<file path="config.mk">
export PLATFORM = sky130hd
export DESIGN_NAME = itfd_top
export DESIGN_NICKNAME = d
export VERILOG_FILES = /design/src/design/itfd_sync.v /design/src/design/itfd_top.v
export VERILOG_INCLUDE_DIRS = /design/src /design/src/design
export SDC_FILE = /design/constraint.sdc
export NUM_CORES = 1
export LEC_CHECK = 0
export BUFFER_PORTS_ARGS = -buffer_cell sky130_fd_sc_hd__buf_2
export CELL_PAD_IN_SITES_DETAIL_PLACEMENT = 2
export CELL_PAD_IN_SITES_GLOBAL_PLACEMENT = 2
export CORE_MARGIN = 5
export CORE_UTILIZATION = 38
export DETAILED_ROUTE_END_ITERATION = 6
export PLACE_DENSITY = 0.91
export SLEW_MARGIN = 10
export SYNTH_ARGS = -nofsm -noshare
export SYNTH_HDL_FRONTEND = slang
export SYNTH_SLANG_ARGS = --single-unit
</file>
<file path="constraint.sdc">
create_clock -name clk_i -period 4.03 [get_ports clk_i]
set_clock_uncertainty 0.05 [all_clocks]
set_input_delay 0.2015 -clock clk_i [delete_from_list [all_inputs] [get_ports clk_i]]
set_output_delay 0.2015 -clock clk_i [all_outputs]
set_load 0.1 [all_outputs]
</file>
<file path="src/design/itfd_regs.vh">
// Constants for the input terminal function decoder: register offsets,
// field positions, reset values, function codes and fault codes.
// Assumes a 40 MHz control clock and a 32-bit classic Wishbone slave.
`ifndef ITFD_REGS_VH
`define ITFD_REGS_VH

`define ITFD_NUM_TERM        8
`define ITFD_CODE_W          6

// Register byte offsets
`define ITFD_OFF_FUNC0       8'h00
`define ITFD_OFF_FUNC1       8'h04
`define ITFD_OFF_CFG         8'h08
`define ITFD_OFF_TERM        8'h0C
`define ITFD_OFF_REQ         8'h10
`define ITFD_OFF_STAT        8'h14
`define ITFD_OFF_PCOUNT      8'h18
`define ITFD_OFF_LCOUNT      8'h1C
`define ITFD_OFF_RTIME       8'h20

// Configuration register fields
`define ITFD_CFG_CMDSRC_LSB  0
`define ITFD_CFG_PIDDIR_BIT  2
`define ITFD_CFG_GAINSW_LSB  3
`define ITFD_CFG_CTLMODE_BIT 5
`define ITFD_CFG_RTEN_BIT    6
`define ITFD_CFG_UFRESP_LSB  8
`define ITFD_CFG_RESET       32'h0000_0001

// Field values
`define ITFD_CMDSRC_PANEL    2'h0
`define ITFD_CMDSRC_TERM     2'h1
`define ITFD_CMDSRC_COMM     2'h2
`define ITFD_GAINSW_TERM     2'h1

// Function codes
`define ITFD_FN_ACC1         6'h10
`define ITFD_FN_ACC2         6'h11
`define ITFD_FN_FSRC_SW      6'h12
`define ITFD_FN_UPDN_CLR     6'h13
`define ITFD_FN_CMD_SW1      6'h14
`define ITFD_FN_FREQ_HOLD    6'h15
`define ITFD_FN_PID_PAUSE    6'h16
`define ITFD_FN_SWING_PAUSE  6'h18
`define ITFD_FN_CNT_IN       6'h19
`define ITFD_FN_CNT_CLR      6'h1A
`define ITFD_FN_LEN_IN       6'h1B
`define ITFD_FN_LEN_CLR      6'h1C
`define ITFD_FN_TQ_BLOCK     6'h1D
`define ITFD_FN_DC_NOW       6'h20
`define ITFD_FN_EXT_FAULT    6'h21
`define ITFD_FN_FREQ_LOCK    6'h22
`define ITFD_FN_PID_REV      6'h23
`define ITFD_FN_EXT_STOP     6'h24
`define ITFD_FN_CMD_SW2      6'h25
`define ITFD_FN_PID_IPAUSE   6'h26
`define ITFD_FN_MAIN_PRESET  6'h27
`define ITFD_FN_AUX_PRESET   6'h28
`define ITFD_FN_MOTOR1       6'h29
`define ITFD_FN_MOTOR2       6'h2A
`define ITFD_FN_PID_GAIN     6'h2B
`define ITFD_FN_USER_F1      6'h2C
`define ITFD_FN_USER_F2      6'h2D
`define ITFD_FN_SPD_TQ       6'h2E
`define ITFD_FN_ESTOP        6'h2F
`define ITFD_FN_DEC_STOP     6'h30
`define ITFD_FN_DEC_DC       6'h31
`define ITFD_FN_RT_CLR       6'h32

// Fault codes reported on the fault output
`define ITFD_FAULT_NONE      6'h00
`define ITFD_FAULT_EXT       6'h0F
`define ITFD_FAULT_USER1     6'h1B
`define ITFD_FAULT_USER2     6'h1C

// Fourth deceleration time set index
`define ITFD_ACC_SET4        2'h3

`endif

</file>
<file path="src/design/itfd_sync.v">
// Two-flop synchroniser bank for the raw terminal inputs.
// Assumes terminals are asynchronous contacts already debounced externally.
`timescale 1ns/1ps
`default_nettype none

module itfd_sync #(
	parameter W = 8
) (
	input  wire         clk_i,  // Control clock
	input  wire         rst_i,  // Synchronous reset, active high
	input  wire [W-1:0] d_i,    // Asynchronous inputs
	output reg  [W-1:0] q_o     // Synchronised inputs
);

	reg [W-1:0] meta;

	// First stage feeds only the second stage
	always @(posedge clk_i) begin
		if (rst_i) begin
			meta <= {W{1'b0}};
			q_o  <= {W{1'b0}};
		end else begin
			meta <= d_i;
			q_o  <= meta;
		end
	end

endmodule // itfd_sync

`default_nettype wire

</file>
<file path="src/design/itfd_top.v">
// Input terminal function decoder: maps eight digital terminals through
// their assigned function codes into drive requests, counters and faults.
// Assumes a 40 MHz clock, classic Wishbone register access and contact inputs.
//
// The register offsets and the Wishbone register port were left to the implementer.
`timescale 1ns/1ps
`default_nettype none
`include "itfd_regs.vh"

module itfd_top (
	input  wire        clk_i,            // Control clock, 40 MHz
	input  wire        rst_i,            // Synchronous reset, active high
	input  wire [7:0]  term_i,           // Raw terminal levels, high = ON
	input  wire        wb_cyc_i,         // Wishbone cycle
	input  wire        wb_stb_i,         // Wishbone strobe
	input  wire        wb_we_i,          // Wishbone write enable
	input  wire [7:0]  wb_adr_i,         // Wishbone byte address
	input  wire [3:0]  wb_sel_i,         // Wishbone byte selects
	input  wire [31:0] wb_dat_i,         // Wishbone write data
	output reg  [31:0] wb_dat_o,         // Wishbone read data
	output reg         wb_ack_o,         // Wishbone acknowledge
	output reg         wb_err_o,         // Wishbone error, unmapped address
	output reg  [1:0]  acc_set_o,        // Accel/decel time set 0..3
	output reg         freq_src_alt_o,   // Alternate frequency source active
	output reg         updn_clear_o,     // Drop UP/DOWN offset, use preset
	output reg  [1:0]  cmd_source_o,     // Effective command source
	output reg         freq_hold_o,      // Hold present output frequency
	output reg         pid_pause_o,      // Suspend PID, hold frequency
	output reg         pid_int_freeze_o, // Freeze PID integral term only
	output reg         pid_reverse_o,    // Effective PID direction
	output reg         pid_gain_sel_o,   // 0 = first gains, 1 = second gains
	output reg         swing_pause_o,    // Force swing centre frequency
	output reg         torque_mode_o,    // 1 = torque control, 0 = speed
	output reg         dc_brake_now_o,   // Enter DC braking at once
	output reg         dc_brake_dec_o,   // Decelerate then DC brake
	output reg         main_preset_o,    // Preset replaces main source
	output reg         aux_preset_o,     // Preset replaces aux source
	output reg  [1:0]  motor_sel_o,      // Motor parameter set 0..3
	output reg         stop_panel_o,     // Stop as panel stop key
	output reg         stop_dec4_o,      // Decelerating stop, set four
	output reg         stop_emerg_o,     // Emergency stop at current limit
	output reg         fault_o,          // Fault pending
	output reg  [5:0]  fault_code_o,     // Latched fault code
	output reg  [1:0]  fault_resp_o,     // Response for user faults
	output reg  [31:0] pulse_count_o,    // Pulse counter value
	output reg  [31:0] length_count_o,   // Length counter value
	output reg         rt_clear_o        // One-cycle running time clear
);

	// Terminal function assignments, four per register
	reg  [5:0]  func [0:7];
	reg  [31:0] cfg;
	reg  [7:0]  fault_stat;
	reg         swap_panel;   // Code 20 toggle state
	reg         to_comm;      // Code 37 latched move to comms
	reg  [7:0]  prev;
	wire [7:0]  term_s;
	integer     k;

	itfd_sync #(.W(8)) u_sync (
		.clk_i (clk_i),
		.rst_i (rst_i),
		.d_i   (term_i),
		.q_o   (term_s)
	);

	// Level of any terminal carrying the given function code
	function fn_level;
		input [5:0]  code;
		input [7:0]  lv;
		input [47:0] fv;
		integer      i;
		begin
			fn_level = 1'b0;
			for (i = 0; i < 8; i = i + 1) begin
				if (fv[i*6 +: 6] == code && lv[i])
					fn_level = 1'b1;
			end
		end
	endfunction

	wire [47:0] fvec = {func[7], func[6], func[5], func[4],
	                    func[3], func[2], func[1], func[0]};
	wire [7:0]  rise = term_s & ~prev;

	// Decoded levels and rising edges
	wire lv_acc1   = fn_level(`ITFD_FN_ACC1, term_s, fvec);
	wire lv_acc2   = fn_level(`ITFD_FN_ACC2, term_s, fvec);
	wire lv_fsrc   = fn_level(`ITFD_FN_FSRC_SW, term_s, fvec);
	wire lv_updn   = fn_level(`ITFD_FN_UPDN_CLR, term_s, fvec);
	wire lv_hold   = fn_level(`ITFD_FN_FREQ_HOLD, term_s, fvec);
	wire lv_lock   = fn_level(`ITFD_FN_FREQ_LOCK, term_s, fvec);
	wire lv_pidp   = fn_level(`ITFD_FN_PID_PAUSE, term_s, fvec);
	wire lv_pidi   = fn_level(`ITFD_FN_PID_IPAUSE, term_s, fvec);
	wire lv_swing  = fn_level(`ITFD_FN_SWING_PAUSE, term_s, fvec);
	wire lv_cclr   = fn_level(`ITFD_FN_CNT_CLR, term_s, fvec);
	wire lv_lclr   = fn_level(`ITFD_FN_LEN_CLR, term_s, fvec);
	wire lv_tqblk  = fn_level(`ITFD_FN_TQ_BLOCK, term_s, fvec);
	wire lv_dcnow  = fn_level(`ITFD_FN_DC_NOW, term_s, fvec);
	wire lv_dcdec  = fn_level(`ITFD_FN_DEC_DC, term_s, fvec);
	wire lv_pidrev = fn_level(`ITFD_FN_PID_REV, term_s, fvec);
	wire lv_mainp  = fn_level(`ITFD_FN_MAIN_PRESET, term_s, fvec);
	wire lv_auxp   = fn_level(`ITFD_FN_AUX_PRESET, term_s, fvec);
	wire lv_mot1   = fn_level(`ITFD_FN_MOTOR1, term_s, fvec);
	wire lv_mot2   = fn_level(`ITFD_FN_MOTOR2, term_s, fvec);
	wire lv_gain   = fn_level(`ITFD_FN_PID_GAIN, term_s, fvec);
	wire lv_spdtq  = fn_level(`ITFD_FN_SPD_TQ, term_s, fvec);
	wire lv_estop  = fn_level(`ITFD_FN_ESTOP, term_s, fvec);
	wire lv_dec4   = fn_level(`ITFD_FN_DEC_STOP, term_s, fvec);
	wire lv_estp1  = fn_level(`ITFD_FN_EXT_STOP, term_s, fvec);
	wire ed_cnt    = fn_level(`ITFD_FN_CNT_IN, rise, fvec);
	wire ed_len    = fn_level(`ITFD_FN_LEN_IN, rise, fvec);
	wire ed_cmd1   = fn_level(`ITFD_FN_CMD_SW1, rise, fvec);
	wire ed_cmd2   = fn_level(`ITFD_FN_CMD_SW2, rise, fvec);
	wire ed_ext    = fn_level(`ITFD_FN_EXT_FAULT, rise, fvec);
	wire ed_uf1    = fn_level(`ITFD_FN_USER_F1, rise, fvec);
	wire ed_uf2    = fn_level(`ITFD_FN_USER_F2, rise, fvec);
	wire ed_rt     = fn_level(`ITFD_FN_RT_CLR, rise, fvec);

	wire [1:0] cmd_sel = cfg[`ITFD_CFG_CMDSRC_LSB +: 2];

	// Wishbone access decode; answers one cycle after the request
	wire wb_req   = wb_cyc_i & wb_stb_i & ~wb_ack_o & ~wb_err_o;
	wire wb_wr    = wb_req & wb_we_i;
	wire fault_clr = wb_wr && wb_adr_i == `ITFD_OFF_STAT && wb_sel_i[0];
	wire a_func0  = wb_adr_i == `ITFD_OFF_FUNC0;
	wire a_func1  = wb_adr_i == `ITFD_OFF_FUNC1;
	wire a_cfg    = wb_adr_i == `ITFD_OFF_CFG;
	wire a_map    = a_func0 | a_func1 | a_cfg |
	                wb_adr_i == `ITFD_OFF_TERM | wb_adr_i == `ITFD_OFF_REQ |
	                wb_adr_i == `ITFD_OFF_STAT | wb_adr_i == `ITFD_OFF_PCOUNT |
	                wb_adr_i == `ITFD_OFF_LCOUNT;

	// Register writes; byte lanes honoured per slot
	always @(posedge clk_i) begin
		if (rst_i) begin
			for (k = 0; k < 8; k = k + 1)
				func[k] <= 6'h00;
			cfg <= `ITFD_CFG_RESET;
		end else if (wb_wr) begin
			for (k = 0; k < 4; k = k + 1) begin
				if (wb_sel_i[k] && a_func0)
					func[k] <= wb_dat_i[k*8 +: 6];
				if (wb_sel_i[k] && a_func1)
					func[k+4] <= wb_dat_i[k*8 +: 6];
				if (wb_sel_i[k] && a_cfg)
					cfg[k*8 +: 8] <= wb_dat_i[k*8 +: 8];
			end
		end
	end

	// Bus answer and read data
	always @(posedge clk_i) begin
		if (rst_i) begin
			wb_ack_o <= 1'b0;
			wb_err_o <= 1'b0;
			wb_dat_o <= 32'h0000_0000;
		end else begin
			wb_ack_o <= wb_req & a_map;
			wb_err_o <= wb_req & ~a_map;
			wb_dat_o <= 32'h0000_0000;
			if (wb_req & ~wb_we_i) begin
				if (a_func0)
					wb_dat_o <= {2'h0, func[3], 2'h0, func[2], 2'h0, func[1], 2'h0, func[0]};
				else if (a_func1)
					wb_dat_o <= {2'h0, func[7], 2'h0, func[6], 2'h0, func[5], 2'h0, func[4]};
				else if (a_cfg)
					wb_dat_o <= cfg;
				else if (wb_adr_i == `ITFD_OFF_TERM)
					wb_dat_o <= {24'h00_0000, term_s};
				else if (wb_adr_i == `ITFD_OFF_REQ)
					wb_dat_o <= {16'h0000, stop_emerg_o, stop_dec4_o, stop_panel_o,
					             dc_brake_dec_o, dc_brake_now_o, torque_mode_o,
					             swing_pause_o, pid_gain_sel_o, pid_reverse_o,
					             pid_int_freeze_o, pid_pause_o, freq_hold_o,
					             cmd_source_o, motor_sel_o};
				else if (wb_adr_i == `ITFD_OFF_STAT)
					wb_dat_o <= {18'h0_0000, fault_code_o, fault_stat};
				else if (wb_adr_i == `ITFD_OFF_PCOUNT)
					wb_dat_o <= pulse_count_o;
				else if (wb_adr_i == `ITFD_OFF_LCOUNT)
					wb_dat_o <= length_count_o;
			end
		end
	end

	// Command source steering; the code-20 toggle only flips on an edge,
	// so a held contact does not oscillate the source
	always @(posedge clk_i) begin
		if (rst_i) begin
			swap_panel <= 1'b0;
			to_comm    <= 1'b0;
			prev       <= 8'h00;
		end else begin
			prev <= term_s;
			if (ed_cmd1 && (cmd_sel == `ITFD_CMDSRC_TERM || cmd_sel == `ITFD_CMDSRC_COMM))
				swap_panel <= ~swap_panel;
			if (ed_cmd2 && cmd_sel == `ITFD_CMDSRC_TERM)
				to_comm <= 1'b1;
			else if (cmd_sel != `ITFD_CMDSRC_TERM)
				to_comm <= 1'b0;
		end
	end

	// Request outputs, all registered
	always @(posedge clk_i) begin
		if (rst_i) begin
			acc_set_o        <= 2'h0;
			freq_src_alt_o   <= 1'b0;
			updn_clear_o     <= 1'b0;
			cmd_source_o     <= `ITFD_CMDSRC_TERM;
			freq_hold_o      <= 1'b0;
			pid_pause_o      <= 1'b0;
			pid_int_freeze_o <= 1'b0;
			pid_reverse_o    <= 1'b0;
			pid_gain_sel_o   <= 1'b0;
			swing_pause_o    <= 1'b0;
			torque_mode_o    <= 1'b0;
			dc_brake_now_o   <= 1'b0;
			dc_brake_dec_o   <= 1'b0;
			main_preset_o    <= 1'b0;
			aux_preset_o     <= 1'b0;
			motor_sel_o      <= 2'h0;
			stop_panel_o     <= 1'b0;
			stop_dec4_o      <= 1'b0;
			stop_emerg_o     <= 1'b0;
			fault_resp_o     <= 2'h0;
			rt_clear_o       <= 1'b0;
		end else begin
			// Decel stop always overrides the selected time set
			acc_set_o      <= lv_dec4 ? `ITFD_ACC_SET4 : {lv_acc2, lv_acc1};
			freq_src_alt_o <= lv_fsrc;
			updn_clear_o   <= lv_updn;
			if (to_comm)
				cmd_source_o <= `ITFD_CMDSRC_COMM;
			else if (swap_panel && cmd_sel != `ITFD_CMDSRC_PANEL)
				cmd_source_o <= `ITFD_CMDSRC_PANEL;
			else
				cmd_source_o <= cmd_sel;
			// Stop requests are separate outputs, so holding never masks them
			freq_hold_o      <= lv_hold | lv_lock | lv_pidp;
			pid_pause_o      <= lv_pidp;
			pid_int_freeze_o <= lv_pidi;
			pid_reverse_o    <= cfg[`ITFD_CFG_PIDDIR_BIT] ^ lv_pidrev;
			pid_gain_sel_o   <= (cfg[`ITFD_CFG_GAINSW_LSB +: 2] == `ITFD_GAINSW_TERM)
			                    & lv_gain;
			swing_pause_o    <= lv_swing;
			torque_mode_o    <= (cfg[`ITFD_CFG_CTLMODE_BIT] ^ lv_spdtq) & ~lv_tqblk;
			dc_brake_now_o   <= lv_dcnow;
			dc_brake_dec_o   <= lv_dcdec & ~lv_dcnow;
			main_preset_o    <= lv_mainp;
			aux_preset_o     <= lv_auxp;
			motor_sel_o      <= {lv_mot2, lv_mot1};
			stop_panel_o     <= lv_estp1 & (cmd_source_o == `ITFD_CMDSRC_PANEL);
			stop_dec4_o      <= lv_dec4;
			stop_emerg_o     <= lv_estop;
			fault_resp_o     <= cfg[`ITFD_CFG_UFRESP_LSB +: 2];
			rt_clear_o       <= ed_rt & cfg[`ITFD_CFG_RTEN_BIT];
		end
	end

	// Counters; a clear level holds the count at zero and wins over pulses
	always @(posedge clk_i) begin
		if (rst_i) begin
			pulse_count_o  <= 32'h0000_0000;
			length_count_o <= 32'h0000_0000;
		end else begin
			if (lv_cclr)
				pulse_count_o <= 32'h0000_0000;
			else if (ed_cnt)
				pulse_count_o <= pulse_count_o + 32'h0000_0001;
			if (lv_lclr)
				length_count_o <= 32'h0000_0000;
			else if (ed_len)
				length_count_o <= length_count_o + 32'h0000_0001;
		end
	end

	// Fault capture; a new event wins over a software clear in one cycle
	always @(posedge clk_i) begin
		if (rst_i) begin
			fault_stat   <= 8'h00;
			fault_code_o <= `ITFD_FAULT_NONE;
			fault_o      <= 1'b0;
		end else begin
			if (fault_clr)
				fault_stat <= fault_stat & ~wb_dat_i[7:0] |
				              {5'h00, ed_uf2, ed_uf1, ed_ext};
			else
				fault_stat <= fault_stat | {5'h00, ed_uf2, ed_uf1, ed_ext};
			if (ed_ext) begin
				fault_code_o <= `ITFD_FAULT_EXT;
				fault_o      <= 1'b1;
			end else if (ed_uf1) begin
				fault_code_o <= `ITFD_FAULT_USER1;
				fault_o      <= 1'b1;
			end else if (ed_uf2) begin
				fault_code_o <= `ITFD_FAULT_USER2;
				fault_o      <= 1'b1;
			end else if (fault_clr && (fault_stat & ~wb_dat_i[7:0]) == 8'h00) begin
				fault_code_o <= `ITFD_FAULT_NONE;
				fault_o      <= 1'b0;
			end
		end
	end

endmodule // itfd_top

`default_nettype wire

</file>
==> impl_metrics.yaml <==
run_status:
  status: "complete, but fails checks"
  failed_checks: "DRC, capacitance limit"
routing:
  drtIter0Drc: 2868
  firstDrtPassIters: 7
  viasPerCell: 7.616
  dr_total_vias: 17460
  drt-total-wl_um: 97510
  post_drt_wl_per_cell_um: 42.54
  drc_errors: 7
  ant_nets: 0
finish:
  areaGrowthSynthToFinish_pct: 20.72
  drive_gt1_share_pct: 19.25
  final_area_um2: 16790
  seqCellArea_um2: 5245
  fillers: 3810
  layout.nets: 1856
  multiInputGateArea_um2: 8208
  fin_util_pct: 46.19
clocking:
  htreeDepth: 1
  clockRootBuffer: "clkbuf_16"
  tritoncts: "built"
  clk_path_buf_depth: 3
  cts_buffers: 29
  cts_sinks: 241
  cts_setup_buffers: 0
  clock_latency_ps: 620
  clk_pin_slew_ps: 90
logic_synthesis:
  yosys.area_share.adder_pct: 0.3599
  synth-xor-area-share_pct: 0
  ys_warn_count: 0
  yosysSeqAreaShare_pct: 37.72
  yosysMostFrequentCell: "dfxtp_1"
  synth.net_count: 1671
  synth_top_area_share_pct: 28.65
  ys_ff_latch: 241
  synthFlopType: "dfxtp_1"
  synthSimpleGateAreaFrac_pct: 32.59
  synth_edf_count: 42
  syn_area_um2: 13910
  syn_inst: 1610
  synth_area_leader_cell: "dfxtp_1"
  async_flop_share_pct: 0
  synth_cell_type_count: 77
  syn_area_per_cell_um2: 8.637
  synth_top_family_by_area: "simple AND/OR/NAND/NOR gates"
  synth_common_cells: "dfxtp_1, nand2_1, nor2_1"
  synthMuxAreaShare_pct: 10.43
  synth_compound_area_share_pct: 14.95
  synth_area_leaders: "dfxtp_1, edfxtp_1, mux2i_1"
critical_path:
  worst-setup-path-type: "reg -> reg"
  cp-startpoint: "func[1][23]"
  end_kind: "register"
  r2r-end: "pulse_count_o[29]"
  critPathRequiredTime_ps: 4490
  path_max_fanout: 17
  timing.rr.start: "func[1][23]"
  startpoint_type: "register"
  r2r_cells: 5
  reg2reg_slack_ps: 200
  crit_arrival_ps: 4290
hold_path:
  holdPathStages: 3
  min_path_type: "in -> reg"
  hold_end: "fault_stat[6]"
  hold_path.startpoint: "wb_dat_i[6]"
floorplanning:
  die_y_um: 201.3
  die_w_um: 201.3
  io-pin-count: 187
  die-area_um2: 40520
  num_rows: 70
  start_util_pct: 38.26
  core_area_um2: 36350
grt:
  antenna_found_initial: 8
  grt_max_degree: 62
  grt_pass1_wl_um: 138400
  gr-usage-all-layers_pct: 46.02
  grt_pass1_vias: 17920
  overflow: 0
timing:
  maxSlewHeadroom_pct: 0.02033
  worst_slack_ps: 195.9
  holdWs_ps: 41.05
  fin_crit_sh_pct: 95.14
  clock.fmax_mhz: 260.8
  setup_viol: 0
  hold_viol_final: 0
  worstMarginPinSlew_ps: 1486
  finalMaxSlewViolations: 0
  grt_setup_unrepaired: "false"
  fin_crit_ps: 3834
  setup_tns_ps: 0
job:
  timing.max_cap.violations: 1
pwr:
  power_density_nw_per_um2: 355.2
  ir_drop_mv: 0.4243
  power.leakage_nw: 5.888
placement:
  place_congestion: 1.062
  dpl_cell_area_um2: 15390
  dp_slack_ps: 758.8
  dp_hpwl_um: 60870
  portBuffers: 185
## routing by layer
layer / track usage, % / vias up / part of all wire, %
li1: - / 6509 / -
met1: 53.68 / 8581 / 34
met2: 69.33 / 1697 / 42
met3: 17.34 / 656 / 13
met4: 33.33 / 14 / 9.8
met5: 0 / - / 0.18
## critical path: stages, from the launching register on
cell       delay, ps
edfxtp_1         520
nor4bb_1        1100
a32oi_1          390
and3_1           530
a2111oi_0        860
mux2i_1          290
## logic make-up after synthesis
family          Yosys count
compound gates          309
fa+ha+maj                 4
other cells               1
mux                     128
flops                   241
buf+inv                 133
simple gates            794
## cells in the final DEF (no fill, tap or decap), drive strengths merged, types with 37 or more instances in the layout
master       instances
a21oi               70
a22oi               48
and2                46
buf                237
dfxtp              199
dlygate4sd3         38
edfxtp              42
mux2i              101
nand2              122
nand3               88
nand4               72
nor2               111
nor2b               64
nor3                59
nor4                42
or3                 37
## area by class of cell
class,count,share of cell area (%)
multi-input combinational,1236,48.89
antenna,6,0.08944
tap,468,3.488
inverter,12,0.2683
sequential,241,31.24
clock buffer,35,4.822
timing repair buffer,275,10.12
clock inverter,19,1.073
## stage by stage
stage	cells	power [mW]
after floorplan	1610	2.793
after global placement	2193	2.968
after detailed placement	2193	2.984
after CTS	2285	5.840
after global routing	2286	6.024
final	2292	5.962
## power by group
part / internal (mW) / switching, mW / total (mW)
clock network: 1.58 / 1.35 / 2.93
logic: 0.137 / 0.342 / 0.479
registers: 2.48 / 0.0748 / 2.55
total: 4.19 / 1.77 / 5.96
## state kept, by name, summed over array words and instances (netlist names), 2 cells and up
| signal | flops |
|---|---|
| pulse_count_o | 32 |
| length_count_o | 32 |
| func | 48 |
| cfg | 32 |
| prev | 8 |
| u_sync.meta | 8 |
| acc_set_o | 2 |
| motor_sel_o | 2 |
| cmd_source_o | 2 |
| wb_dat_o | 32 |
| fault_resp_o | 2 |
| fault_code_o | 3 |
| u_sync.q_o | 8 |
| fault_stat | 8 |
## repair_timing
action,4_1_cts,5_1_grt
endpoints found under the hold margin,75,0
resized for setup,0,0
hold buffers,38,0
## how the worst max path moves through the flow
stage / endpoint / slack (ps)
after global routing: pulse_count_o[29] / 350
after CTS: pulse_count_o[29] / 670
after global placement: wb_dat_o[18] / 1050
after floorplan: length_count_o[29] / 1170
final: pulse_count_o[29] / 200
after detailed placement: pulse_count_o[29] / 760
Power figures use the tool's default switching activity.
